File: src/tras_pkg.sv
// Constants and types for the receive alarm and signaling block.
// Assumes one received line bit per core_clk cycle from the framer.
package tras_pkg;

	// Register byte addresses
	localparam logic [7:0] ADDR_CONTROL = 8'h00;
	localparam logic [7:0] ADDR_MARK_LOW = 8'h04;
	localparam logic [7:0] ADDR_MARK_MID = 8'h08;
	localparam logic [7:0] ADDR_MARK_HIGH = 8'h0c;
	localparam logic [7:0] ADDR_STATUS = 8'h10;
	localparam logic [7:0] ADDR_STATUS_PEEK = 8'h14;
	localparam logic [7:0] ADDR_MASK = 8'h18;
	localparam logic [7:0] ADDR_VIOL_CNT = 8'h1c;
	localparam logic [7:0] ADDR_ERR_CNT = 8'h20;
	localparam logic [7:0] ADDR_CONFIG = 8'h24;

	// Field positions
	localparam int CTRL_CODE_SEL = 4;
	localparam int CTRL_INSERT_EN = 5;
	localparam int CFG_ESF_MODE = 0;
	localparam int ST_LOSS_SYNC = 0;
	localparam int ST_BLUE = 1;
	localparam int ST_ZERO_SUB = 2;
	localparam int ST_FBIT_ERR = 3;
	localparam int ST_CARRIER = 4;
	localparam int ST_YELLOW = 5;
	localparam int ST_ERR_SAT = 6;
	localparam int ST_VIOL_SAT = 7;

	// Register values
	localparam logic [7:0] DIRECT_BITS = 8'h3f;
	localparam logic [7:0] ALL_ONES8 = 8'hff;
	localparam logic [3:0] ALL_ONES4 = 4'hf;
	localparam logic [1:0] RESP_OKAY = 2'h0;
	localparam logic [1:0] RESP_SLVERR = 2'h2;

	// Stream timing
	localparam int SERIAL_DELAY = 13;
	localparam int CH_BITS = 8;
	localparam int SIG_TAP = SERIAL_DELAY - CH_BITS;
	localparam int LINK_TAP = SERIAL_DELAY - 2;
	localparam logic [7:0] LAST_BIT = 8'hc0;
	localparam logic [5:0] CARRIER_RUN_LAST = 6'h1f;
	localparam logic [1:0] BLUE_MIN_ZEROS = 2'h3;
	localparam logic [4:0] FRAME_MF_FIRST = 5'h01;
	localparam logic [4:0] FRAME_SIG_A = 5'h06;
	localparam logic [4:0] FRAME_SIG_B = 5'h0c;
	localparam logic [4:0] FRAME_SIG_C = 5'h12;
	localparam logic [4:0] FRAME_SIG_D = 5'h18;

	// Inserted codes
	localparam logic [7:0] IDLE_CODE = 8'h7f;
	localparam logic [63:0] MILLIWATT_SEQ = 64'h1e0b0b1e9e8b8b9e;

	typedef struct packed {
		logic yellow;
		logic fbit_error;
		logic zero_sub;
		logic bipolar_violation;
		logic oof_event;
		logic crc_error;
		logic loss_of_sync;
	} tras_line_events_t;

	typedef struct packed {
		logic yellow;
		logic carrier_loss;
		logic blue;
		logic loss_of_sync;
	} tras_alarms_t;

	typedef struct packed {
		logic awready;
		logic wready;
		logic bvalid;
		logic [1:0] bresp;
		logic arready;
		logic rvalid;
		logic [1:0] rresp;
		logic [31:0] rdata;
		logic aw_held;
		logic w_held;
		logic [7:0] waddr;
		logic [7:0] wdata;
		logic wstrb0;
		logic [7:0] control;
		logic [23:0] mark;
		logic [7:0] status;
		logic [7:0] mask;
		logic [7:0] viol_cnt;
		logic [3:0] oof_cnt;
		logic [3:0] esf_cnt;
		logic esf_mode;
		logic [SERIAL_DELAY-1:0] shift;
		logic [7:0] bit_idx;
		logic [2:0] mw_phase;
		logic [5:0] zero_run;
		logic [1:0] frame_zeros;
		logic low_prev;
		logic serial_out;
		logic sig_out;
		logic link_out;
		logic mf_sync;
		logic sig_frame;
		logic sig_select;
		tras_alarms_t alarms;
		logic irq;
	} tras_state_t;

endpackage : tras_pkg

File: src/tras_rx_alarm_signaling.sv
// Receive alarm reporting, interrupt servicing and signaling outputs.
// Assumes framer timing and event pulses aligned to the bit loaded into
// the serial output register, and an AXI4-Lite master at the registers.
//
// How it works
// - Drive each channel's robbed bit per slot
// - Signaling output changes at channel boundaries
// - Non-signaling frames carry channel word LSB
// - Superframe: S-bit one bit early, two frames
// - Extended: link bit before odd frames
// - Superframe link changes on even boundaries
// - Serial output lags line by 14 clocks
// - 24 mark bits in three byte registers
// - Alarm output pins plus latched status bits
// - Direct and counter-overflow interrupt sources
// - Each alarm gated by own mask bit
// - Clearing mask bit clears pending interrupt
// - Status read clears inactive direct alarms
// - Counter preset not all ones clears overflow
// - Peek status read leaves flags alone
// - Presettable counters flag events once saturated
// - Bit 7: violation counter saturation
// - Bit 5: yellow alarm detected
// - Bit 4: 32 zeros, carrier loss
// - Bit 3: framing bit error
// - Bit 2: zero substitution code seen
// - Bit 1: blue alarm, two sparse frames
// - Bit 0: latched loss of sync
// - Insertion enable and idle/milliwatt select
`timescale 1ns/1ps

module tras_rx_alarm_signaling (
	// Clock and reset
	input wire logic core_clk,
	input wire logic reset,
	// AXI4-Lite write channels
	input wire logic [7:0] s_axi_awaddr,
	input wire logic s_axi_awvalid,
	output logic s_axi_awready,
	input wire logic [31:0] s_axi_wdata,
	input wire logic [3:0] s_axi_wstrb,
	input wire logic s_axi_wvalid,
	output logic s_axi_wready,
	output logic [1:0] s_axi_bresp,
	output logic s_axi_bvalid,
	input wire logic s_axi_bready,
	// AXI4-Lite read channels
	input wire logic [7:0] s_axi_araddr,
	input wire logic s_axi_arvalid,
	output logic s_axi_arready,
	output logic [31:0] s_axi_rdata,
	output logic [1:0] s_axi_rresp,
	output logic s_axi_rvalid,
	input wire logic s_axi_rready,
	// Line inputs and frame timing
	input wire logic line_in_positive,
	input wire logic line_in_negative,
	input wire logic frame_fbit,
	input wire logic [4:0] frame_count,
	input wire tras_pkg::tras_line_events_t line_events,
	// Serial outputs
	output logic rx_serial_out,
	output logic rx_signaling_out,
	output logic rx_link_out,
	output logic rx_multiframe_sync,
	output logic rx_signaling_frame_ind,
	output logic rx_signaling_select,
	// Alarm pins and interrupt
	output tras_pkg::tras_alarms_t alarm_out,
	output logic irq
);

	tras_pkg::tras_state_t s;
	tras_pkg::tras_state_t n;

	logic [7:0] cur_idx;
	logic [7:0] slot;
	logic [4:0] ch;
	logic [2:0] chbit;
	logic in_slot;
	logic boundary;
	logic sig_frame;
	logic line_bit;
	logic insert;
	logic [7:0] mw_byte;
	logic [7:0] code_byte;
	logic low_zero;
	logic esf_ev;
	logic wr_go;
	logic wr_map;
	logic wr_ok;
	logic rd_go;
	logic rd_map;
	logic [7:0] rd_byte;
	logic [7:0] set_v;
	logic [7:0] clr_v;

	always_comb begin
		n = s;
		set_v = '0;
		clr_v = '0;

		// Bit position within the frame being loaded
		cur_idx = frame_fbit ? 8'h00 : s.bit_idx;
		n.bit_idx = cur_idx + 8'h01;
		in_slot = (cur_idx != 8'h00) && (cur_idx <= tras_pkg::LAST_BIT);
		slot = cur_idx - 8'h01;
		ch = slot[7:3];
		chbit = slot[2:0];
		boundary = in_slot && (chbit == 3'h0);
		case (frame_count)
			tras_pkg::FRAME_SIG_A,
			tras_pkg::FRAME_SIG_B,
			tras_pkg::FRAME_SIG_C,
			tras_pkg::FRAME_SIG_D: sig_frame = 1'h1;
			default: sig_frame = 1'h0;
		endcase

		n.shift = {s.shift[tras_pkg::SERIAL_DELAY-2:0],
			line_in_positive | line_in_negative};
		line_bit = s.shift[tras_pkg::SERIAL_DELAY-1];

		if (frame_fbit) begin
			n.mw_phase = s.mw_phase + 3'h1;
		end
		mw_byte = tras_pkg::MILLIWATT_SEQ[{3'(3'h7 - s.mw_phase), 3'h0} +: 8];
		code_byte = s.control[tras_pkg::CTRL_CODE_SEL] ? mw_byte
			: tras_pkg::IDLE_CODE;
		insert = in_slot && s.control[tras_pkg::CTRL_INSERT_EN]
			&& s.mark[ch];
		n.serial_out = insert ? code_byte[3'h7 - chbit] : line_bit;

		if (boundary) begin
			n.sig_out = s.shift[tras_pkg::SIG_TAP];
		end
		n.sig_frame = sig_frame;
		n.mf_sync = (frame_count == tras_pkg::FRAME_MF_FIRST);
		n.sig_select = (frame_count == tras_pkg::FRAME_SIG_B)
			|| (frame_count == tras_pkg::FRAME_SIG_D);

		if ((cur_idx == tras_pkg::LAST_BIT)
			&& (s.esf_mode ? !frame_count[0] : frame_count[0])) begin
			n.link_out = s.shift[tras_pkg::LINK_TAP];
		end

		if (line_in_positive || line_in_negative) begin
			n.zero_run = 6'h00;
			n.alarms.carrier_loss = 1'h0;
		end else if (s.zero_run == tras_pkg::CARRIER_RUN_LAST) begin
			n.alarms.carrier_loss = 1'h1;
		end else begin
			n.zero_run = s.zero_run + 6'h01;
		end

		low_zero = (s.frame_zeros != tras_pkg::BLUE_MIN_ZEROS);
		if (frame_fbit) begin
			n.alarms.blue = low_zero && s.low_prev;
			n.low_prev = low_zero;
			n.frame_zeros = 2'h0;
		end else if (in_slot && !line_bit && low_zero) begin
			n.frame_zeros = s.frame_zeros + 2'h1;
		end

		n.alarms.yellow = line_events.yellow;
		n.alarms.loss_of_sync = line_events.loss_of_sync;

		set_v[tras_pkg::ST_YELLOW] = line_events.yellow;
		set_v[tras_pkg::ST_FBIT_ERR] = line_events.fbit_error;
		set_v[tras_pkg::ST_ZERO_SUB] = line_events.zero_sub;
		set_v[tras_pkg::ST_LOSS_SYNC] = line_events.loss_of_sync;
		set_v[tras_pkg::ST_CARRIER] = n.alarms.carrier_loss;
		set_v[tras_pkg::ST_BLUE] = n.alarms.blue;

		// AXI write address and data latches
		if (s_axi_awvalid && s.awready) begin
			n.aw_held = 1'h1;
			n.waddr = s_axi_awaddr;
		end
		if (s_axi_wvalid && s.wready) begin
			n.w_held = 1'h1;
			n.wdata = s_axi_wdata[7:0];
			n.wstrb0 = s_axi_wstrb[0];
		end
		case (s.waddr)
			tras_pkg::ADDR_CONTROL,
			tras_pkg::ADDR_MARK_LOW,
			tras_pkg::ADDR_MARK_MID,
			tras_pkg::ADDR_MARK_HIGH,
			tras_pkg::ADDR_STATUS,
			tras_pkg::ADDR_STATUS_PEEK,
			tras_pkg::ADDR_MASK,
			tras_pkg::ADDR_VIOL_CNT,
			tras_pkg::ADDR_ERR_CNT,
			tras_pkg::ADDR_CONFIG: wr_map = 1'h1;
			default: wr_map = 1'h0;
		endcase
		wr_go = s.aw_held && s.w_held && !s.bvalid;
		wr_ok = wr_go && wr_map && s.wstrb0;
		if (wr_go) begin
			n.aw_held = 1'h0;
			n.w_held = 1'h0;
			n.bvalid = 1'h1;
			n.bresp = wr_map ? tras_pkg::RESP_OKAY : tras_pkg::RESP_SLVERR;
		end else if (s.bvalid && s_axi_bready) begin
			n.bvalid = 1'h0;
		end
		n.awready = !n.aw_held && !n.bvalid;
		n.wready = !n.w_held && !n.bvalid;

		// Register writes
		if (wr_ok) begin
			case (s.waddr)
				tras_pkg::ADDR_CONTROL: n.control = s.wdata;
				tras_pkg::ADDR_MARK_LOW: n.mark[7:0] = s.wdata;
				tras_pkg::ADDR_MARK_MID: n.mark[15:8] = s.wdata;
				tras_pkg::ADDR_MARK_HIGH: n.mark[23:16] = s.wdata;
				tras_pkg::ADDR_MASK: begin
					n.mask = s.wdata;
					clr_v = clr_v | (s.status & ~s.wdata);
				end
				tras_pkg::ADDR_CONFIG: begin
					n.esf_mode = s.wdata[tras_pkg::CFG_ESF_MODE];
				end
				default: begin
				end
			endcase
		end

		if (wr_ok && (s.waddr == tras_pkg::ADDR_VIOL_CNT)) begin
			n.viol_cnt = s.wdata;
			if (s.wdata != tras_pkg::ALL_ONES8) begin
				clr_v[tras_pkg::ST_VIOL_SAT] = 1'h1;
			end
		end else if (line_events.bipolar_violation) begin
			if (s.viol_cnt != tras_pkg::ALL_ONES8) begin
				n.viol_cnt = s.viol_cnt + 8'h01;
			end
			set_v[tras_pkg::ST_VIOL_SAT] =
				(n.viol_cnt == tras_pkg::ALL_ONES8);
		end

		// frame error counters, idle in resync
		esf_ev = s.esf_mode ? (line_events.oof_event | line_events.crc_error)
			: line_events.fbit_error;
		if (wr_ok && (s.waddr == tras_pkg::ADDR_ERR_CNT)) begin
			n.oof_cnt = s.wdata[7:4];
			n.esf_cnt = s.wdata[3:0];
			if (s.wdata != tras_pkg::ALL_ONES8) begin
				clr_v[tras_pkg::ST_ERR_SAT] = 1'h1;
			end
		end else if (!line_events.loss_of_sync) begin
			if (line_events.oof_event) begin
				if (s.oof_cnt != tras_pkg::ALL_ONES4) begin
					n.oof_cnt = s.oof_cnt + 4'h1;
				end
				set_v[tras_pkg::ST_ERR_SAT] = (n.oof_cnt == tras_pkg::ALL_ONES4);
			end
			if (esf_ev) begin
				if (s.esf_cnt != tras_pkg::ALL_ONES4) begin
					n.esf_cnt = s.esf_cnt + 4'h1;
				end
				if (n.esf_cnt == tras_pkg::ALL_ONES4) begin
					set_v[tras_pkg::ST_ERR_SAT] = 1'h1;
				end
			end
		end

		// AXI read decode
		rd_map = 1'h1;
		case (s_axi_araddr)
			tras_pkg::ADDR_CONTROL: rd_byte = s.control;
			tras_pkg::ADDR_MARK_LOW: rd_byte = s.mark[7:0];
			tras_pkg::ADDR_MARK_MID: rd_byte = s.mark[15:8];
			tras_pkg::ADDR_MARK_HIGH: rd_byte = s.mark[23:16];
			tras_pkg::ADDR_STATUS: rd_byte = s.status;
			tras_pkg::ADDR_STATUS_PEEK: rd_byte = s.status;
			tras_pkg::ADDR_MASK: rd_byte = s.mask;
			tras_pkg::ADDR_VIOL_CNT: rd_byte = s.viol_cnt;
			tras_pkg::ADDR_ERR_CNT: rd_byte = {s.oof_cnt, s.esf_cnt};
			tras_pkg::ADDR_CONFIG: rd_byte = {7'h00, s.esf_mode};
			default: begin
				rd_byte = 8'h00;
				rd_map = 1'h0;
			end
		endcase
		rd_go = s_axi_arvalid && s.arready;
		if (rd_go) begin
			n.rvalid = 1'h1;
			n.rdata = {24'h000000, rd_byte};
			n.rresp = rd_map ? tras_pkg::RESP_OKAY : tras_pkg::RESP_SLVERR;
			if (s_axi_araddr == tras_pkg::ADDR_STATUS) begin
				clr_v = clr_v | tras_pkg::DIRECT_BITS;
			end
		end else if (s.rvalid && s_axi_rready) begin
			n.rvalid = 1'h0;
		end
		n.arready = !n.rvalid;

		n.status = (s.status & ~clr_v) | set_v;
		n.irq = |(n.status & n.mask);
	end

	always_ff @(posedge core_clk) begin
		if (reset) begin
			s <= '0;
		end else begin
			s <= n;
		end
	end

	assign s_axi_awready = s.awready;
	assign s_axi_wready = s.wready;
	assign s_axi_bresp = s.bresp;
	assign s_axi_bvalid = s.bvalid;
	assign s_axi_arready = s.arready;
	assign s_axi_rdata = s.rdata;
	assign s_axi_rresp = s.rresp;
	assign s_axi_rvalid = s.rvalid;
	assign rx_serial_out = s.serial_out;
	assign rx_signaling_out = s.sig_out;
	assign rx_link_out = s.link_out;
	assign rx_multiframe_sync = s.mf_sync;
	assign rx_signaling_frame_ind = s.sig_frame;
	assign rx_signaling_select = s.sig_select;
	assign alarm_out = s.alarms;
	assign irq = s.irq;

endmodule : tras_rx_alarm_signaling

File: config.mk
export PLATFORM = sky130hd
export DESIGN_NAME = tras_rx_alarm_signaling
export DESIGN_NICKNAME = d
export VERILOG_FILES = /design/src/tras_pkg.sv /design/src/tras_rx_alarm_signaling.sv
export SDC_FILE = /design/constraint.sdc
export NUM_CORES = 1
export LEC_CHECK = 0
export BUFFER_PORTS_ARGS = -buffer_cell sky130_fd_sc_hd__buf_2
export CELL_PAD_IN_SITES_DETAIL_PLACEMENT = 1
export CELL_PAD_IN_SITES_GLOBAL_PLACEMENT = 1
export CORE_ASPECT_RATIO = 0.6
export CORE_MARGIN = 2
export CORE_UTILIZATION = 25
export CTS_BUF_LIST = sky130_fd_sc_hd__clkbuf_4 sky130_fd_sc_hd__clkbuf_8
export DETAILED_ROUTE_END_ITERATION = 7
export PLACE_DENSITY_LB_ADDON = 0.1
export SLEW_MARGIN = 20
export SYNTH_ARGS = -nofsm -noshare
export SYNTH_HDL_FRONTEND = slang
export SYNTH_SLANG_ARGS = --single-unit
File: constraint.sdc
create_clock -name core_clk -period 3.15 [get_ports core_clk]
set_clock_uncertainty 0.15 [all_clocks]
set_input_delay 0 -clock core_clk [delete_from_list [all_inputs] [get_ports core_clk]]
set_output_delay 0 -clock core_clk [all_outputs]
set_load 0.02 [all_outputs]
==> results.yml, run 1 <==
status:
  outcome: "completed"
worst_setup_path:
  critPathBufInv: 1
  cp_max_fo: 10
  path_class: "flip-flop to flip-flop"
  endpoint_kind: "flip-flop"
  required_ns: 3.35
  r2r-end: "irq"
  critPathArrivalTime_ns: 3.22
  startpoint_type: "flip-flop"
  critPathMaxStageDelay_ns: 0.51
  cp_slowest_cell: "or3b_2"
  critPathLaunch: "s[124]"
  reg2reg_setup_slack_ns: 0.13
  path_depth: 8
  cpLargestDelayFamily: "simple AND/OR/NAND/NOR gates"
  reg2regPathDepth: 8
  crit_chain: "or3b_2 -> and4bb_2 -> nand3_2 -> buf_4 -> o21ai_1 -> o211ai_1 -> a22oi_1 -> o311ai_0"
  reg2reg_from: "s[124]"
pwr:
  ir_drop_uv: 185
  pwr-share-clk_pct: 39.9
  leakage_nw: 3.74
  p_switching_mw: 1.11
  power_frac_comb_pct: 11.0
  power_mw: 3.87
  powerDensity_nw_per_um2: 431
  internal_power_mw: 2.76
  p_sw_share_pct: 28.7
  power.share.sequential_pct: 49.1
sta:
  rsz0062_at_grt: "false"
  slew_headroom_pct: 52.2
  worstMarginPinSlew_ns: 0.714
  hold_viol: 0
  period_needed_ns: 3.02
  min_period_over_period_pct: 95.9
  finalMaxSlewViolations: 0
  tns_ns: 0
  max_freq_mhz: 331
  setup_viol: 0
clock_network:
  root_buffer: "clkbuf_8"
  numCtsBuffers: 17
  htreeDepth: 4
  cts_tree: "yes"
  cts.reportedPaths.clkPinSlew_ns: 0.09
  cts_sinks: 143
  clockBufferDepth: 2
  clk_latency_ns: 0.48
cells_and_area:
  layout.nets: 1079
  diodes: 0
  area_delta_synth_final_pct: 24.5
  nFillCells: 3420
  drive_gt1_share_pct: 15.3
global_routing:
  grt-ovfl-total: 0
  grt_pass1_vias: 6387
  grt_max_degree: 104
  antenna_found_initial: 0
  grt_pass1_wl_mm: 38.4
  grt_usage_pct: 16.9
drt:
  routed_wl_mm: 24.6
  remaining_drc_errors: 0
  via_count: 6431
  wire_per_inst_um: 17.8
  ant_nets: 0
  drt_iter0_drc: 339
  vias_per_cell: 4.65
  firstDrtPassIters: 4
place:
  gp_congestion: 0.754
  hpwl_mm: 17.7
  io_buffers: 72
min_path:
  hold_start: "s_axi_araddr[4]"
  hp-class: "input pin to flip-flop"
  holdPathStages: 5
  holdPathEnd: "s_axi_rresp[1]"
synth:
  synth_cell_type_count: 67
  synth_seq_cells: 143
  synth_flop_cell: "dfxtp_1"
  ys_seq_area_share_pct: 39.8
  yosysWarnings: 0
  ys_async_sr_fraction_pct: 0
  synth.area.top_cells: "dfxtp_1 (40%), mux2i_1 (7.9%), nor2_1 (6.1%)"
  synth_top_area_cell: "dfxtp_1"
  avgSynthCellArea_um2: 8.26
  synth_cells: 872
  synth_area_um2: 7200
  synth_edf_count: 0
  synth_top_area_share_pct: 39.8
floorplan:
  die_x_um: 223
  core_area_um2: 28500
  ios: 126
  dieArea_um2: 30200
  die_y_um: 135
  start_util_pct: 25.2
  rows: 48
run:
  cap_violations: 0
## power by group through the flow
stage	Combinational (mW)	Clock, mW	Sequential [mW]
2_1_floorplan	0.262	0	1.92
6_report	0.427	1.54	1.90
3_5_place_dp	0.363	0	1.94
4_1_cts	0.427	1.61	1.90
3_3_place_gp	0.364	0	1.94
5_1_grt	0.473	1.68	1.91
## synth_stat cells, types with 4 or more instances
| cell | instances |
|---|---|
| nor2_1 | 117 |
| buf_4 | 40 |
| o21ai_0 | 20 |
| nand2b_1 | 6 |
| xnor2_1 | 13 |
| nand3_1 | 34 |
| ha_1 | 10 |
| and3_1 | 8 |
| nand2_1 | 100 |
| clkbuf_1 | 42 |
| nor3_1 | 15 |
| nor3b_1 | 5 |
| a211oi_1 | 11 |
| nand4_1 | 11 |
| nand3b_1 | 4 |
| mux2_2 | 9 |
| a21oi_1 | 71 |
| dfxtp_1 | 143 |
| buf_1 | 7 |
| mux2i_1 | 57 |
| xor2_1 | 10 |
| o211ai_1 | 9 |
| and2_1 | 4 |
| a31oi_1 | 5 |
| nor4_1 | 6 |
| inv_1 | 15 |
| a22oi_1 | 25 |
| nor2b_1 | 19 |
## what timing repair did
item                                   in CTS  in global routing
endpoints found under the hold margin      88                  0
setup buffers                               0                  0
gates resized for setup                     0                  2
hold buffers                               74                  0
setup endpoints to repair                   0                  2
## metrics by stage
stage | setup slack, ns | cells | utilization (%) | cell area [um2] | hold WS [ns]
4_1_cts | 0.0801 | 1383 | 31.4 | 8950 | 0.00416
2_1_floorplan | 0.414 | 897 | - | 7290 | -0.0738
3_5_place_dp | 0.100 | 1277 | 27.4 | 7820 | 0.101
3_3_place_gp | 0.106 | 1277 | 27.4 | 7820 | 0.100
5_1_grt | 0.0129 | 1383 | 31.4 | 8960 | 0.0887
6_report | 0.129 | 1383 | 31.4 | 8960 | 0.0354
## worst min-delay path: cells and delay by family
family	cells	cell delay [ns]
AND/OR/NAND/NOR	3	0.38
buffers and inverters	1	0.16
AO/OA/AOI/OAI	1	0.09
## sequential cells by signal, summed over array words and instances (netlist names), 4 cells and up
register / cells
alarm_out: 4
n: 12
s: 104
s_axi_rdata: 8
## cells by family (layout without fill, tap and decap cells)
logic type	count (synthesis)	after routing	share of synthesized area (%)
fa+ha+maj	10	10	1.74
simple gates	347	347	22.8
buf+inv	110	221	8.19
xor+xnor	23	23	2.80
compound gates	171	171	15.1
flops	143	143	39.8
mux	67	67	9.65
other cells	1	26	0.0521
## final cells by class
type	count	area (um2)	share of cell area (%)
multi-input cells	644	3850	43.0
flip-flops and latches	143	2860	31.9
repair buffers	174	1330	14.8
well taps	375	469	5.24
clock buffers	18	241	2.69
clock inverters	14	156	1.75
inverters	15	56.3	0.628
## cells in the final DEF (no fill, tap or decap), types with 10 or more instances in the layout
cell,count
a211oi_1,11
a21oi_1,71
a22oi_1,25
buf_2,71
buf_4,28
clkbuf_8,17
conb_1,26
dfxtp_1,143
dlygate4sd3_1,74
ha_1,10
inv_1,15
mux2i_1,57
nand2_1,100
nand3_1,34
nand4_1,11
nor2_1,117
nor2b_1,19
nor3_1,15
o21ai_0,19
xnor2_1,13
xor2_1,10
## layer usage
layer	routed length [um]	vias to the layer above	global-route usage [%]
met3	842	15	3.04
li1	-	3233	-
met2	9060	114	21.6
met1	14400	3069	27.4
met5	0	-	0
met4	236	0	4.92
## how the worst max path moves through the flow
stage,endpoint,slack (ns)
3_5_place_dp,irq,0.1
4_1_cts,irq,0.08
5_1_grt,rx_serial_out,0.01
3_3_place_gp,irq,0.11
6_report,irq,0.13
2_1_floorplan,rx_serial_out,0.41
Power figures use the tool's default switching activity.
==> run 2: changes to the inputs <==
PLACE_DENSITY = 0.58   (was not set)
PLACE_DENSITY_LB_ADDON = not set   (was 0.1)
==> run 2 against run 1 <==
Against the previous run: worst setup slack better by 0.12 ns; global-route usage is 0.60 points lower; fmax rose by 4.2%; total power grew 4.7%; worst hold slack improved by 0.026 ns; final cell count is the same; register-to-register slack gained 0.12 ns; largest cell class unchanged; largest power group unchanged; highest routed layer unchanged.
==> results.yml, run 2 (same netlist as run 1, synthesis figures left out) <==
status:
  outcome: "completed"
drt:
  drt_iter0_drc: 418
  vias_per_cell: 4.77
  via_count: 6594
  remaining_drc_errors: 0
  wire_per_inst_um: 17.2
  firstDrtPassIters: 5
  ant_nets: 0
  routed_wl_mm: 23.8
floorplan:
  ios: 126
  start_util_pct: 25.2
  die_y_um: 135
  dieArea_um2: 30200
  die_x_um: 223
  core_area_um2: 28500
  rows: 48
sta:
  slew_headroom_pct: 50.4
  tns_ns: 0
  finalMaxSlewViolations: 0
  fin_hold_ws_ns: 0.0616
  max_freq_mhz: 345
  worstMarginPinSlew_ns: 0.743
  min_period_over_period_pct: 92.0
  period_needed_ns: 2.90
  setup_viol: 0
  hold_viol: 0
  worst_slack_ns: 0.252
  rsz0062_at_grt: "false"
min_path:
  holdPathStages: 6
  hp-class: "input pin to flip-flop"
  hold_start: "s_axi_araddr[3]"
  holdPathEnd: "s_axi_rdata[0]"
global_routing:
  gr-usage-met2_pct: 22.1
  antenna_found_initial: 0
  use_met1_pct: 25.3
  grt_max_degree: 100
  grt_usage_pct: 16.3
  grt_pass1_vias: 6561
  use_met3_pct: 3.60
  grt_pass1_wl_mm: 37.6
  busiest_layer: "met1"
  grt-ovfl-total: 0
worst_setup_path:
  startpoint_type: "flip-flop"
  r2r-end: "rx_serial_out"
  critPathArrivalTime_ns: 3.16
  reg2regPathDepth: 8
  reg2reg_from: "s[23]"
  required_ns: 3.41
  reg2reg_setup_slack_ns: 0.25
  endpoint_kind: "flip-flop"
  cp_max_fo: 7
  path_class: "flip-flop to flip-flop"
  critPathLaunch: "s[23]"
cells_and_area:
  largest_reg_flops: 104
  drive_gt1_share_pct: 15.3
  area_delta_synth_final_pct: 25.4
  diodes: 0
  layout_common_cells: "dfxtp_1 (143), nor2_1 (117), nand2_1 (100), dlygate4sd3_1 (76)"
  regMostFlops: "s"
  final_common_cell: "dfxtp_1"
  layout.nets: 1079
pwr:
  leakage_nw: 3.76
  powerDensity_nw_per_um2: 448
  ir_drop_uv: 208
clock_network:
  cts.reportedPaths.clkPinSlew_ns: 0.09
  cts_setup_buffers: 0
  clockBufferDepth: 2
  numCtsBuffers: 17
  root_buffer: "clkbuf_8"
  cts_tree: "yes"
  htreeDepth: 4
  cts_sinks: 143
  clk_latency_ns: 0.48
place:
  gp_congestion: 0.818
  dp_slack_ns: 0.103
  hpwl_mm: 17.1
  io_buffers: 72
run:
  cap_violations: 0
==> run 2: what timing repair did <==
item,4_1_cts,5_1_grt
hold buffers,76,0
gates resized for setup,0,3
endpoints found under the setup margin,0,1
endpoints found under the hold margin,84,0
==> run 2: through the flow <==
stage | area (um2) | util, % | std cells | total power, mW
2_1_floorplan | 7290 | - | 897 | 2.18
3_3_place_gp | 7800 | 27.3 | 1275 | 2.29
3_5_place_dp | 7800 | 27.3 | 1275 | 2.30
4_1_cts | 9010 | 31.6 | 1383 | 4.10
5_1_grt | 9030 | 31.6 | 1383 | 4.23
6_report | 9030 | 31.6 | 1383 | 4.05
==> run 2: worst max-delay path by stage <==
stage,cells past startpoint,to,slack (ns)
floorplan,12,rx_serial_out,0.41
CTS,9,rx_serial_out,0.05
finish,8,rx_serial_out,0.25
global placement,9,rx_serial_out,0.17
detailed placement,9,rx_serial_out,0.10
global route,7,irq,0.006
==> run 2: layout make-up <==
cell class	count	area, um2
clock buffers	18	248
clock inverters	14	204
fillers	3396	19500
inverters	15	56.3
multi-input cells	644	3850
flip-flops and latches	143	2860
well taps	375	469
repair buffers	174	1330
==> run 2: critical path, stage by stage, from the launching register on <==
cell	delay (ns)
dfxtp_1	0.37
nand2_1	0.16
ha_2	0.28
or4b_4	0.49
o211a_1	0.16
a221o_1	0.32
a311o_1	0.35
a211oi_1	0.33
mux2i_1	0.22
==> run 2: layer usage <==
layer	part of all wire [%]	wire, um
met5	0	0
met4	0.73	174
met3	4.1	980
met2	39	9350
met1	56	13300
==> run 2: power by group <==
| part | switching, mW | total, mW | internal (mW) | leakage [nW] |
|---|---|---|---|---|
| Clock | 0.820 | 1.72 | 0.900 | 0.223 |
| Sequential | 0.0495 | 1.90 | 1.85 | 1.16 |
| Combinational | 0.244 | 0.430 | 0.186 | 2.38 |
